==> config.mk <==
export PLATFORM = sky130hd
export DESIGN_NAME = dmsl_dev_flat
export DESIGN_NICKNAME = d
export VERILOG_FILES = /design/src/include/dmsl_pkg.sv /design/src/include/dmsl_link_if.sv /design/src/verilog/dmsl_sync.sv /design/src/verilog/dmsl_dev.sv /design/src/flat_wrapper.sv
export VERILOG_INCLUDE_DIRS = /design/src /design/src/include
export SDC_FILE = /design/constraint.sdc
export NUM_CORES = 1
export LEC_CHECK = 0
export ABC_CLOCK_PERIOD_IN_PS = 2900
export BUFFER_PORTS_ARGS = -buffer_cell sky130_fd_sc_hd__buf_2
export CAP_MARGIN = 20
export CORE_ASPECT_RATIO = 0.8
export CORE_UTILIZATION = 50
export CTS_BUF_LIST = sky130_fd_sc_hd__clkbuf_4
export CTS_CLUSTER_DIAMETER = 50
export CTS_CLUSTER_SIZE = 30
export DETAILED_ROUTE_END_ITERATION = 8
export HOLD_SLACK_MARGIN = 0.06
export PLACE_DENSITY = 0.65
export SYNTH_ARGS = -nofsm -noshare
export SYNTH_HDL_FRONTEND = slang
export SYNTH_HIERARCHICAL = 1
export SYNTH_SLANG_ARGS = --single-unit
==> constraint.sdc <==
create_clock -name clk -period 2.9 [get_ports clk]
set_clock_uncertainty 0.05 [all_clocks]
set_input_delay 0.58 -clock clk [delete_from_list [all_inputs] [get_ports clk]]
set_output_delay 0.58 -clock clk [all_outputs]
set_load 0.02 [all_outputs]
==> src/include/dmsl_consts.svh <==
// constants of the dot matrix serial loader, both ends
// assumes both ends run on one 125 MHz clk
// Behaviour
// RL1 - dot latches form 20 columns, 8 rows
// RL2 - latches 0..7 drive left-most column
// RL3 - host sends left-most character first
// RL4 - control load: select high, enable low, 8 bits
// RL5 - control word copied at clock low after enable
// RL6 - bit 7 picks control word 0 or 1
// RL7 - control bytes go most significant bit first
// RL8 - word 0 holds brightness, current, sleep
// RL9 - sleep stops oscillator and pixel drivers
// RL10 - serial mode: data out is stage 7
// RL11 - simultaneous mode: data out follows data in
// RL12 - chained loads need N times 8 pulses
// RL13 - word 1 bit 1 divides external oscillator by 8
// RL14 - refresh takes 512 display clocks
// RL15 - prescaler leaves internal oscillator alone
// RL16 - host writes zeros in word 1 bits 2..6
// RL17 - chained dot registers form one long register
// RL18 - host writes every chip's control word
// RL19 - shared bus lines, data chained leftward
// RL20 - internal oscillator or master's oscillator
// RL21 - dot load: select low, enable low, 160 bits
// RL22 - dot latch at clock low after enable
// RL23 - reset clears control words, keeps dots
// RL24 - select sampled at enable falling edge
`ifndef DMSL_CONSTS_SVH
`define DMSL_CONSTS_SVH

`define DMSL_DOT_BITS      160
`define DMSL_COLS          20
`define DMSL_ROWS          8
`define DMSL_ROW_W         3
`define DMSL_CTRL_BITS     8
`define DMSL_CW_BITS       7
`define DMSL_SEL_BIT       7
`define DMSL_SLEEP_BIT     6
`define DMSL_PEAK_LO       4
`define DMSL_PWM_HI        3
`define DMSL_SIMUL_BIT     0
`define DMSL_PRESC_BIT     1
`define DMSL_REFRESH_W     9
`define DMSL_REFRESH_CYC   512
`define DMSL_SLOT_W        6
`define DMSL_ROW_ON        6'h3C
`define DMSL_PRESC_LAST    3'h7
`define DMSL_PWM_STEP      7'h04
`define DMSL_CLK_NS        8
`define DMSL_HALF_NS       100
`define DMSL_HALF_CYC      ((`DMSL_HALF_NS + `DMSL_CLK_NS - 1) / `DMSL_CLK_NS)
`define DMSL_INT_OSC_DIV   625
`define DMSL_REG_CFG       4'h0
`define DMSL_REG_DATA      4'h1
`define DMSL_REG_STATUS    4'h2
`define DMSL_REG_RX        4'h3
`define DMSL_CFG_TARGET    0
`define DMSL_CFG_LAST      1
`define DMSL_CFG_BLANK     2
`define DMSL_CFG_RESET     3
`define DMSL_CFG_EXTOSC    4

`endif

==> src/include/dmsl_pkg.sv <==
// types shared by the loader ends
// assumes dmsl_consts.svh on the include path
`include "dmsl_consts.svh"
`default_nettype none
package dmsl_pkg;
   typedef enum logic [2:0] {
      DMSL_IDLE  = 3'h0,
      DMSL_SEL   = 3'h1,
      DMSL_EN    = 3'h3,
      DMSL_LOW   = 3'h2,
      DMSL_HIGH  = 3'h6,
      DMSL_FINCE = 3'h7,
      DMSL_FINLO = 3'h5,
      DMSL_WAIT  = 3'h4
   } dmsl_state_t;

   typedef struct packed {
      logic                        sclk_d;
      logic                        ce_d;
      logic                        active;
      logic                        to_ctrl;
      logic [`DMSL_DOT_BITS-1:0]   dot_sr;
      logic [`DMSL_DOT_BITS-1:0]   dot_lat;
      logic [`DMSL_CTRL_BITS-1:0]  ctrl_sr;
      logic [`DMSL_CW_BITS-1:0]    cw0;
      logic [`DMSL_CW_BITS-1:0]    cw1;
      logic [15:0]                 osc_cnt;
      logic                        osc_lvl;
      logic                        ext_d;
      logic [2:0]                  pre_cnt;
      logic [`DMSL_REFRESH_W-1:0]  ref_cnt;
      logic [`DMSL_COLS-1:0]       col;
      logic [`DMSL_ROWS-1:0]       row;
   } dmsl_dev_t;

   typedef struct packed {
      dmsl_state_t st;
      logic [7:0]  cnt;
      logic [3:0]  bit_cnt;
      logic [7:0]  tx;
      logic [7:0]  rx;
      logic [4:0]  cfg;
      logic        sclk;
      logic        ce_n;
      logic        ts;
      logic        din;
      logic [7:0]  rdata;
   } dmsl_host_t;
endpackage
`default_nettype wire

==> src/include/dmsl_link_if.sv <==
// serial link between host and display driver
// assumes the bench joins both ends through it
`default_nettype none
interface dmsl_link_if;
   logic ce_n;
   logic target_select;
   logic sclk;
   logic din;
   logic dout;
   logic reset_n;
   logic blank_input;
   logic osc_in;

   // bused lines all driven by the host [RL19]
   modport host (
      output ce_n,
      output target_select,
      output sclk,
      output din,
      input  dout,
      output reset_n,
      output blank_input,
      output osc_in
   );
   modport dev (
      input  ce_n,
      input  target_select,
      input  sclk,
      input  din,
      output dout,
      input  reset_n,
      input  blank_input,
      input  osc_in
   );
endinterface
`default_nettype wire

==> src/verilog/dmsl_sync.sv <==
// two-stage synchroniser for a group of pins
// assumes the pins are asynchronous to clk
`default_nettype none
module dmsl_sync #(
   parameter int W = 1
) (
   input  wire logic         clk,
   input  wire logic         arst_n,
   input  wire logic [W-1:0] async_in,
   output var  logic [W-1:0] sync_out
);
   typedef struct packed {
      logic [W-1:0] s1;
      logic [W-1:0] s2;
   } dmsl_sync_st_t;

   dmsl_sync_st_t r_reg;
   dmsl_sync_st_t r_next;

   if (W < 1) begin : g_chk
      $error("dmsl_sync width must be positive");
   end

   always_comb begin
      r_next    = r_reg;
      r_next.s1 = async_in;
      r_next.s2 = r_reg.s1;
   end

   always_ff @(posedge clk or negedge arst_n) begin
      if (!arst_n) begin
         r_reg <= '0;
      end else begin
         r_reg <= r_next;
      end
   end

   assign sync_out = r_reg.s2;
endmodule
`default_nettype wire

==> src/verilog/dmsl_dev.sv <==
// display driver end: dot and control shift registers, refresh
// assumes host pins arrive asynchronously and are synchronised here
`include "dmsl_consts.svh"
`default_nettype none
module dmsl_dev #(
   parameter int INT_OSC_DIV = `DMSL_INT_OSC_DIV
) (
   input  wire logic                     clk,
   input  wire logic                     arst_n,
   dmsl_link_if.dev                      link,
   input  wire logic                     osc_slave,
   output var  logic [`DMSL_COLS-1:0]    col_drive,
   output var  logic [`DMSL_ROWS-1:0]    row_sink,
   output var  logic [1:0]               peak_current,
   output var  logic [3:0]               pwm_level,
   output var  logic                     awake,
   output var  logic                     osc_out
);
   localparam int NSYNC = 7;

   dmsl_pkg::dmsl_dev_t             r_reg;
   dmsl_pkg::dmsl_dev_t             r_next;
   logic [NSYNC-1:0]                pins_s;
   logic                            ce_s;
   logic                            ts_s;
   logic                            sclk_s;
   logic                            din_s;
   logic                            rst_s;
   logic                            blank_s;
   logic                            osc_s;
   logic                            sclk_rise;
   logic                            ext_rise;
   logic                            ext_tick;
   logic                            int_tick;
   logic                            int_disp;
   logic                            disp_tick;
   logic                            is_awake;
   logic                            lit;
   logic [`DMSL_ROW_W-1:0]          row_idx;
   logic [`DMSL_SLOT_W-1:0]         slot;
   logic [6:0]                      on_lim;
   logic [`DMSL_COLS-1:0]           col_sel;

   if (INT_OSC_DIV < 2 || INT_OSC_DIV > 65535) begin : g_chk
      $error("INT_OSC_DIV out of range");
   end

   dmsl_sync #(
      .W (NSYNC)
   ) u_sync (
      .clk      (clk),
      .arst_n   (arst_n),
      .async_in ({link.ce_n, link.target_select, link.sclk, link.din,
                  link.reset_n, link.blank_input, link.osc_in}),
      .sync_out (pins_s)
   );

   assign ce_s    = pins_s[6];
   assign ts_s    = pins_s[5];
   assign sclk_s  = pins_s[4];
   assign din_s   = pins_s[3];
   assign rst_s   = pins_s[2];
   assign blank_s = pins_s[1];
   assign osc_s   = pins_s[0];

   assign sclk_rise = sclk_s & ~r_reg.sclk_d;
   assign ext_rise  = osc_s & ~r_reg.ext_d;

   // sleep bit low means asleep [RL9]
   assign is_awake = r_reg.cw0[`DMSL_SLEEP_BIT];

   // internal oscillator, untouched by the prescaler [RL15]
   assign int_tick = is_awake && (r_reg.osc_cnt == 16'(INT_OSC_DIV - 1));
   assign int_disp = int_tick & ~r_reg.osc_lvl;

   // external clock direct or divided by eight [RL13]
   assign ext_tick = r_reg.cw1[`DMSL_PRESC_BIT] ?
                     (ext_rise && r_reg.pre_cnt == `DMSL_PRESC_LAST) : ext_rise;

   // slave runs from the master's oscillator [RL20]
   assign disp_tick = is_awake & (osc_slave ? ext_tick : int_disp);

   // refresh of 512 display clocks, 64 per row [RL14]
   assign row_idx = r_reg.ref_cnt[`DMSL_REFRESH_W-1:`DMSL_SLOT_W];
   assign slot    = r_reg.ref_cnt[`DMSL_SLOT_W-1:0];

   // on-time grows with the brightness code up to code 14; code 15 gives the same 60 slots [RL8]
   assign on_lim = {1'b0, r_reg.cw0[`DMSL_PWM_HI:0], 2'b00} + `DMSL_PWM_STEP;

   // row 0 carries no LEDs, so it is never lit [RL1]
   assign lit = is_awake && !blank_s && (slot < `DMSL_ROW_ON) &&
                ({1'b0, slot} < on_lim) && (row_idx != '0);

   // column c shows latches c*8..c*8+7, row 1 at the bottom [RL1] [RL2]
   for (genvar c = 0; c < `DMSL_COLS; c++) begin : g_col
      assign col_sel[c] = r_reg.dot_lat[c * `DMSL_ROWS + int'(row_idx)];
   end

   always_comb begin
      r_next        = r_reg;
      r_next.sclk_d = sclk_s;
      r_next.ce_d   = ce_s;
      r_next.ext_d  = osc_s;

      if (r_reg.ce_d && !ce_s) begin
         // target fixed for the whole transfer [RL24]
         r_next.active  = 1'b1;
         r_next.to_ctrl = ts_s;
      end else if (r_reg.active && !ce_s && sclk_rise) begin
         if (r_reg.to_ctrl) begin
            // bit 7 enters first and ends in the top stage [RL7] [RL4]
            r_next.ctrl_sr = {r_reg.ctrl_sr[`DMSL_CTRL_BITS-2:0], din_s};
         end else begin
            // first bit ends at bit 0; bit 0 feeds the next chip [RL17] [RL21]
            r_next.dot_sr = {din_s, r_reg.dot_sr[`DMSL_DOT_BITS-1:1]};
         end
      end else if (r_reg.active && ce_s && !sclk_s) begin
         r_next.active = 1'b0;
         if (r_reg.to_ctrl) begin
            // only the selected word changes [RL5] [RL6]
            if (r_reg.ctrl_sr[`DMSL_SEL_BIT]) begin
               r_next.cw1 = r_reg.ctrl_sr[`DMSL_CW_BITS-1:0];
            end else begin
               r_next.cw0 = r_reg.ctrl_sr[`DMSL_CW_BITS-1:0];
            end
         end else begin
            // old pattern stays shown until this copy [RL22]
            r_next.dot_lat = r_reg.dot_sr;
         end
      end

      if (!is_awake) begin
         // oscillator held stopped while asleep [RL9]
         r_next.osc_cnt = '0;
         r_next.osc_lvl = 1'b0;
      end else if (int_tick) begin
         r_next.osc_cnt = '0;
         r_next.osc_lvl = ~r_reg.osc_lvl;
      end else begin
         r_next.osc_cnt = r_reg.osc_cnt + 16'h0001;
      end

      if (!r_reg.cw1[`DMSL_PRESC_BIT]) begin
         r_next.pre_cnt = '0;
      end else if (ext_rise) begin
         r_next.pre_cnt = r_reg.pre_cnt + 3'h1;
      end

      if (disp_tick) begin
         // nine-bit counter wraps after one full refresh [RL14]
         r_next.ref_cnt = r_reg.ref_cnt + 9'h001;
      end

      // drivers dark when asleep or blanked [RL9]
      r_next.col = lit ? col_sel : '0;
      r_next.row = lit ? (`DMSL_ROWS'(1) << row_idx) : '0;

      if (!rst_s) begin
         // reset pin clears control state only; dots survive [RL23]
         r_next.cw0     = '0;
         r_next.cw1     = '0;
         r_next.ctrl_sr = '0;
         r_next.active  = 1'b0;
      end
   end

   always_ff @(posedge clk or negedge arst_n) begin
      if (!arst_n) begin
         r_reg <= '0;
      end else begin
         r_reg <= r_next;
      end
   end

   // raw pin passthrough: chained chips must shift on the same edge [RL11]
   always_comb begin
      if (r_reg.active && r_reg.to_ctrl && r_reg.cw1[`DMSL_SIMUL_BIT]) begin
         link.dout = link.din;
      end else if (r_reg.to_ctrl) begin
         // serial mode shows the last stage [RL10]
         link.dout = r_reg.ctrl_sr[`DMSL_CTRL_BITS-1];
      end else begin
         link.dout = r_reg.dot_sr[0];
      end
   end

   assign col_drive    = r_reg.col;
   assign row_sink     = r_reg.row;
   assign peak_current = r_reg.cw0[`DMSL_SLEEP_BIT-1:`DMSL_PEAK_LO];
   assign pwm_level    = r_reg.cw0[`DMSL_PWM_HI:0];
   assign awake        = is_awake;
   assign osc_out      = r_reg.osc_lvl;
endmodule
`default_nettype wire

==> src/flat_wrapper.sv <==
// flat-port wrapper written by rule: the top's interface ports become plain ports
module dmsl_dev_flat 
#(
   parameter int INT_OSC_DIV = `DMSL_INT_OSC_DIV
)
  (clk, arst_n, osc_slave, col_drive, row_sink, peak_current, pwm_level, awake, osc_out, link_ce_n, link_target_select, link_sclk, link_din, link_dout, link_reset_n, link_blank_input, link_osc_in);
  dmsl_link_if link_i ();
  input  wire logic clk;
  input  wire logic arst_n;
  input  wire logic osc_slave;
  output var  logic [`DMSL_COLS-1:0] col_drive;
  output var  logic [`DMSL_ROWS-1:0] row_sink;
  output var  logic [1:0] peak_current;
  output var  logic [3:0] pwm_level;
  output var  logic awake;
  output var  logic osc_out;
  input wire logic [$bits(link_i.ce_n)-1:0] link_ce_n;
  input wire logic [$bits(link_i.target_select)-1:0] link_target_select;
  input wire logic [$bits(link_i.sclk)-1:0] link_sclk;
  input wire logic [$bits(link_i.din)-1:0] link_din;
  output wire logic [$bits(link_i.dout)-1:0] link_dout;
  input wire logic [$bits(link_i.reset_n)-1:0] link_reset_n;
  input wire logic [$bits(link_i.blank_input)-1:0] link_blank_input;
  input wire logic [$bits(link_i.osc_in)-1:0] link_osc_in;
  assign link_i.ce_n = link_ce_n;
  assign link_i.target_select = link_target_select;
  assign link_i.sclk = link_sclk;
  assign link_i.din = link_din;
  assign link_dout = link_i.dout;
  assign link_i.reset_n = link_reset_n;
  assign link_i.blank_input = link_blank_input;
  assign link_i.osc_in = link_osc_in;
  dmsl_dev #(.INT_OSC_DIV(INT_OSC_DIV)) u_core (.clk(clk), .arst_n(arst_n), .link(link_i), .osc_slave(osc_slave), .col_drive(col_drive), .row_sink(row_sink), .peak_current(peak_current), .pwm_level(pwm_level), .awake(awake), .osc_out(osc_out));
endmodule
# After elaboration in Yosys (flattened, before gate mapping)
# Index checks and enable logic that the tools add are counted.
# word_totals
ramBits	0
input_bits	10
ff_bits	413
mem_count	0
latch_bits	0
rom_bits	0
output_inout_bits	37
elab_cells	193
# classes
add_sub_neg	23
n_mul	0
bitwise	10
n_div	0
order_cmp	22
n_mux	83
n_shift	1
n_eq_ne	13
n_reduce_logical	23
# ops
op	n
$lt 32x10->1 const B	19
$bmux 1 s8	19
$add 7x3->8 const A	8
$mux 1	48
$mux 22	2
$mux 14	3
$add 8x3->9 const A	4
$add 6x3->7 const A	4
$mux 8	3
$mux 20	1
$mux 17	1
$add 16x1->16 const B	1
$eq 16x10->1 const B	1
$mux 16	1
$mux 7	2
$logic_and 1x1->1	13
$add 5x3->6 const A	2
$ne 2x2->1 const B	5
$reduce_and 5->1	2
$add 9x1->9 const B	1
$lt 3x9->1 const B	1
$ne 2x1->1 const B	4
$shl 1x3->8 const A	1
$add 6x3->7 const B	1
16 further kinds	28

# Depth between registers and ports, before layout
# logic_depth
word_depth	6
mapped_depth	9
ltp_nobuf	8

# By module
# Netlist, hierarchy kept.
# modules_own_cells
mod	area_each_um2	cells_per_inst	seq_area_each_um2	n_inst
dmsl_dev	16559.6	1077	9984.6	1
dmsl_sync	350.3	14	350.3	1

# Worst setup path before layout
# No wires, ideal clock.
# synth_timing
path_kind	register -> register
start	register u_core.r_reg (netlist bit u_core/pwm_level[0])
end	register u_core.r_reg (netlist bit u_core/col_drive[10])
n_path_buf	1
setup_slack_ns	0.810
path_stages_with_launch	10
arrival_ns	1.968
setup_time_ns	0.073
required_time_ns	2.777
period_less_slack_ns	2.090
cell_sequence	dfrtp_1 -> ha_1 -> inv_1 -> ha_1 -> o21a_1 -> o21a_1 -> o31ai_1 -> nand2_1 -> clkbuf_1 -> nor2_1
# synth_lines
item	line	rtl
start, declared	dmsl_dev.sv:21	dmsl_pkg::dmsl_dev_t r_reg;
start signal, assigned	dmsl_dev.sv:171	r_reg <= r_next;

==> results.cfg <==
[timing]
worst_slew_pin_slew_ns = 0.7218
slew_violations = 0
fin_tns_setup_ns = 0
setup_viol_count_final = 0
period_minus_slack_ns = 2.364
clock.fmax_mhz = 423.1
slew-limit-headroom_pct = 51.88
rsz0062_at_grt = false
timing_hold_violations_final = 0
timing.final.crit_share_pct = 81.50

[cts]
htree_num_levels = 2
cts_buffers = 36
clock_insertion_delay_worst_skew_ns = 0.72
cts_repair_resize_count = 0
cts_num_sinks = 413
tritoncts = yes
clk_path_buf_depth = 3
clock_pin_slew_of_the_registers_on_the_worst_case_setup_and_hold_paths_ns = 0.15
cts_root_buffer = sky130_fd_sc_hd__clkbuf_4

[worst_setup_path]
required_ns = 3.49
timing.critical_path.buf_inv = 2
rrSetupSlack_ns = 0.54
crit_path_end_kind = register
stage_delay_of_the_slowest_cell_on_the_critical_path_ns = 0.45
critPathArrivalTime_ns = 2.95
critical_path_class = reg2reg
reg2reg_to = u_core/col_drive[4]
critical_path_cell_count = 9
r2r-start = u_core/pwm_level[0]
crit_path_start_kind = register
reg2reg_depth = 9
critical_path_peak_fanout = 12
slowest_stage_cell_on_the_critical_path = sky130_fd_sc_hd__dfrtp_1
worstPathCellList = ha_1 -> inv_1 -> ha_1 -> o21a_1 -> o21a_1 -> o31ai_1 -> nand2_1 -> buf_4 -> nor2_1
critPathTopFamily = compound AO/OA/AOI/OAI gates

[power_and_ir_drop]
power.share.switching_pct = 24.74
pwr_density_nw_per_um2 = 502.7
leakagePower_nw = 9.003
ir_drop_mv = 0.2613
clock_power_share_pct = 32.9
power.internal_mw = 6.885
part_of_the_power_in_registers_pct = 63.7
p_sw_mw = 2.263
p_comb_share_pct = 3.3
design_power_total_mw = 9.148

[yosys]
synth_cell_type_count = 43
postSynthRegisterBits = 413
postSynthNetCount = 1110
avgSynthCellArea_um2 = 15.50
synth.yosys.warnings = 6
synth.yosys.seq_area_share_pct = 61.12
syn_area_um2 = 16910
netlist_instances = 1091

[cells_and_area]
final_net_count = 1139
layout.cells.most_common_list = sky130_fd_sc_hd__dfrtp_1 (410), sky130_fd_sc_hd__mux2_2 (311), sky130_fd_sc_hd__nor2_1 (47), sky130_fd_sc_hd__buf_2 (45), sky130_fd_sc_hd__clkbuf_4 (41)
largest_register_ffs = 363
fillCellCount = 2704
layout.area.seq_um2 = 10340
area_growth_pct = 7.614
layout.cells.most_common = sky130_fd_sc_hd__dfrtp_1
drive_above_1_share_pct = 43.80
area_taken_by_multi_input_logic_gates_um2 = 5996

[placed_design]
gp_routability_congestion = 0.7739
hpwlAfterDp_um = 17070
port_buffers = 46

[floorplan]
core_um2 = 32920
std_cell_rows = 59
starting_density_of_the_core_pct = 51.36
die-area_um2 = 34560
floorplan.io_pins = 47
die_width_um = 207.6
die_height_um = 166.5

[routing]
via_per_inst = 5.338
detail-route-antenna-nets = 0
vias = 8408
detail_route.wl_per_cell_um = 17.60
drt_iter0_markers = 370
wirelength_um = 27710
route.detailed.drc = 0
detail_route.first_pass.iterations = 4

[min_path]
timing.hold.worst_endpoint = u_core/u_sync/sync_out[0]
hold_path.class = reg2reg
worst_hold_path.num_cells = 0
hold_path.startpoint = u_core/u_sync/r_next[0]

[job]
maxCapViolCount = 0

[grt]
number_of_antenna_violations_at_the_first_check_in_global_routing = 1
overall_routing_resource_usage_pct = 16.99
grt_first_pass_wirelength_um = 47820
via_count_of_the_first_global_routing_pass = 8815
grt_overflow_total = 0
maximum_number_of_pins_on_one_net_before_global_route_repair = 109

[run_status]
status = completed
## worst reg2reg max path: cells and delay by family, from the launching register on
family          cells  cell delay, ns
compound gates      3            0.58
fa+ha+maj           2            0.56
buf+inv             2            0.30
flops               1            0.45
simple gates        2            0.35
## cells in the mapped netlist (all sizes together)
cell	instances	area share, %
a21oi	1	0.030
o41ai	1	0.052
nand3	19	0.56
mux2i	33	2.0
and4	1	0.052
and3	4	0.15
mux4	40	5.3
o21ai	9	0.27
ha	9	0.67
nor4bb	1	0.059
or4	1	0.044
or2	1	0.037
conb	1	0.022
nor3	10	0.30
nand2b	3	0.16
nor2b	11	0.41
nor4	3	0.18
o31ai	2	0.089
nand4	5	0.18
buf	76	2.9
and4bb	1	0.074
xor2	17	0.88
nor2	48	1.1
o21a	2	0.089
dfrtp	413	61
mux2	322	21
o32a	1	0.13
inv	14	0.31
clkbuf	14	0.32
and2	2	0.074
nor4b	3	0.23
a31oi	1	0.037
nand2	13	0.29
xnor2	9	0.47
## power groups by stage
stage / Sequential, mW / Clock, mW / Combinational (mW)
floorplan: 5.90 / 0 / 0.142
global placement: 5.94 / 0 / 0.308
detailed placement: 5.94 / 0 / 0.310
CTS: 5.83 / 3.18 / 0.319
global route: 5.84 / 3.39 / 0.345
finish: 5.83 / 3.01 / 0.306
## cells by family after synthesis
group	Yosys count	share of synthesized area (%)
other	1	0.02218
multiplexers	395	28.75
buffers and inverters	104	3.529
XOR/XNOR	26	1.347
flip-flops	413	61.12
adder cells (fa/ha/maj)	9	0.6659
AND/OR/NAND/NOR	126	3.877
AO/OA/AOI/OAI	17	0.6954
## layout make-up
class / instances / share of cell area, %
repair buffers: 81 / 3.837
multi-input cells: 574 / 32.95
clock buffers: 41 / 1.691
clock inverters: 23 / 1.444
diodes: 2 / 0.02750
inverters: 14 / 0.2888
well taps: 427 / 2.936
flip-flops and latches: 413 / 56.83
## repair_timing
action,CTS,global route
hold buffers,8,0
endpoints found under the setup margin,0,0
setup buffers,0,0
endpoints found under the hold margin,60,0
## worst max path at each step
stage | start | end | slack, ns
floorplan | u_core/pwm_level[0] | u_core/col_drive[10] | 0.81
global placement | u_core/pwm_level[0] | u_core/col_drive[6] | 0.66
detailed placement | u_core/pwm_level[0] | u_core/col_drive[4] | 0.56
CTS | u_core/r_reg[401] | link_dout | 0.43
global route | u_core/pwm_level[0] | u_core/col_drive[4] | 0.26
finish | u_core/pwm_level[0] | u_core/col_drive[4] | 0.54
## layer usage
| layer | track usage, % | up-vias | routed length (µm) |
|---|---|---|---|
| li1 | - | 3907 | - |
| met1 | 26.83 | 4369 | 14590 |
| met2 | 24.08 | 87 | 11730 |
| met3 | 2.998 | 45 | 849 |
| met4 | 4.734 | 0 | 547 |
| met5 | 0 | - | 0 |
## stage by stage
step	hold slack [ns]	instance area [µm²]	worst slack [ns]	utilization, %	instances
6_report	0.3152	18200	0.5364	55.27	1575
3_5_place_dp	0.2855	17540	0.5642	53.28	1501
4_1_cts	0.2592	18190	0.4309	55.26	1573
2_1_floorplan	0.2344	16910	0.8097	-	1091
5_1_grt	0.2747	18200	0.2596	55.27	1575
3_3_place_gp	0.2886	17540	0.6621	53.28	1501
Power figures use the tool's default switching activity.
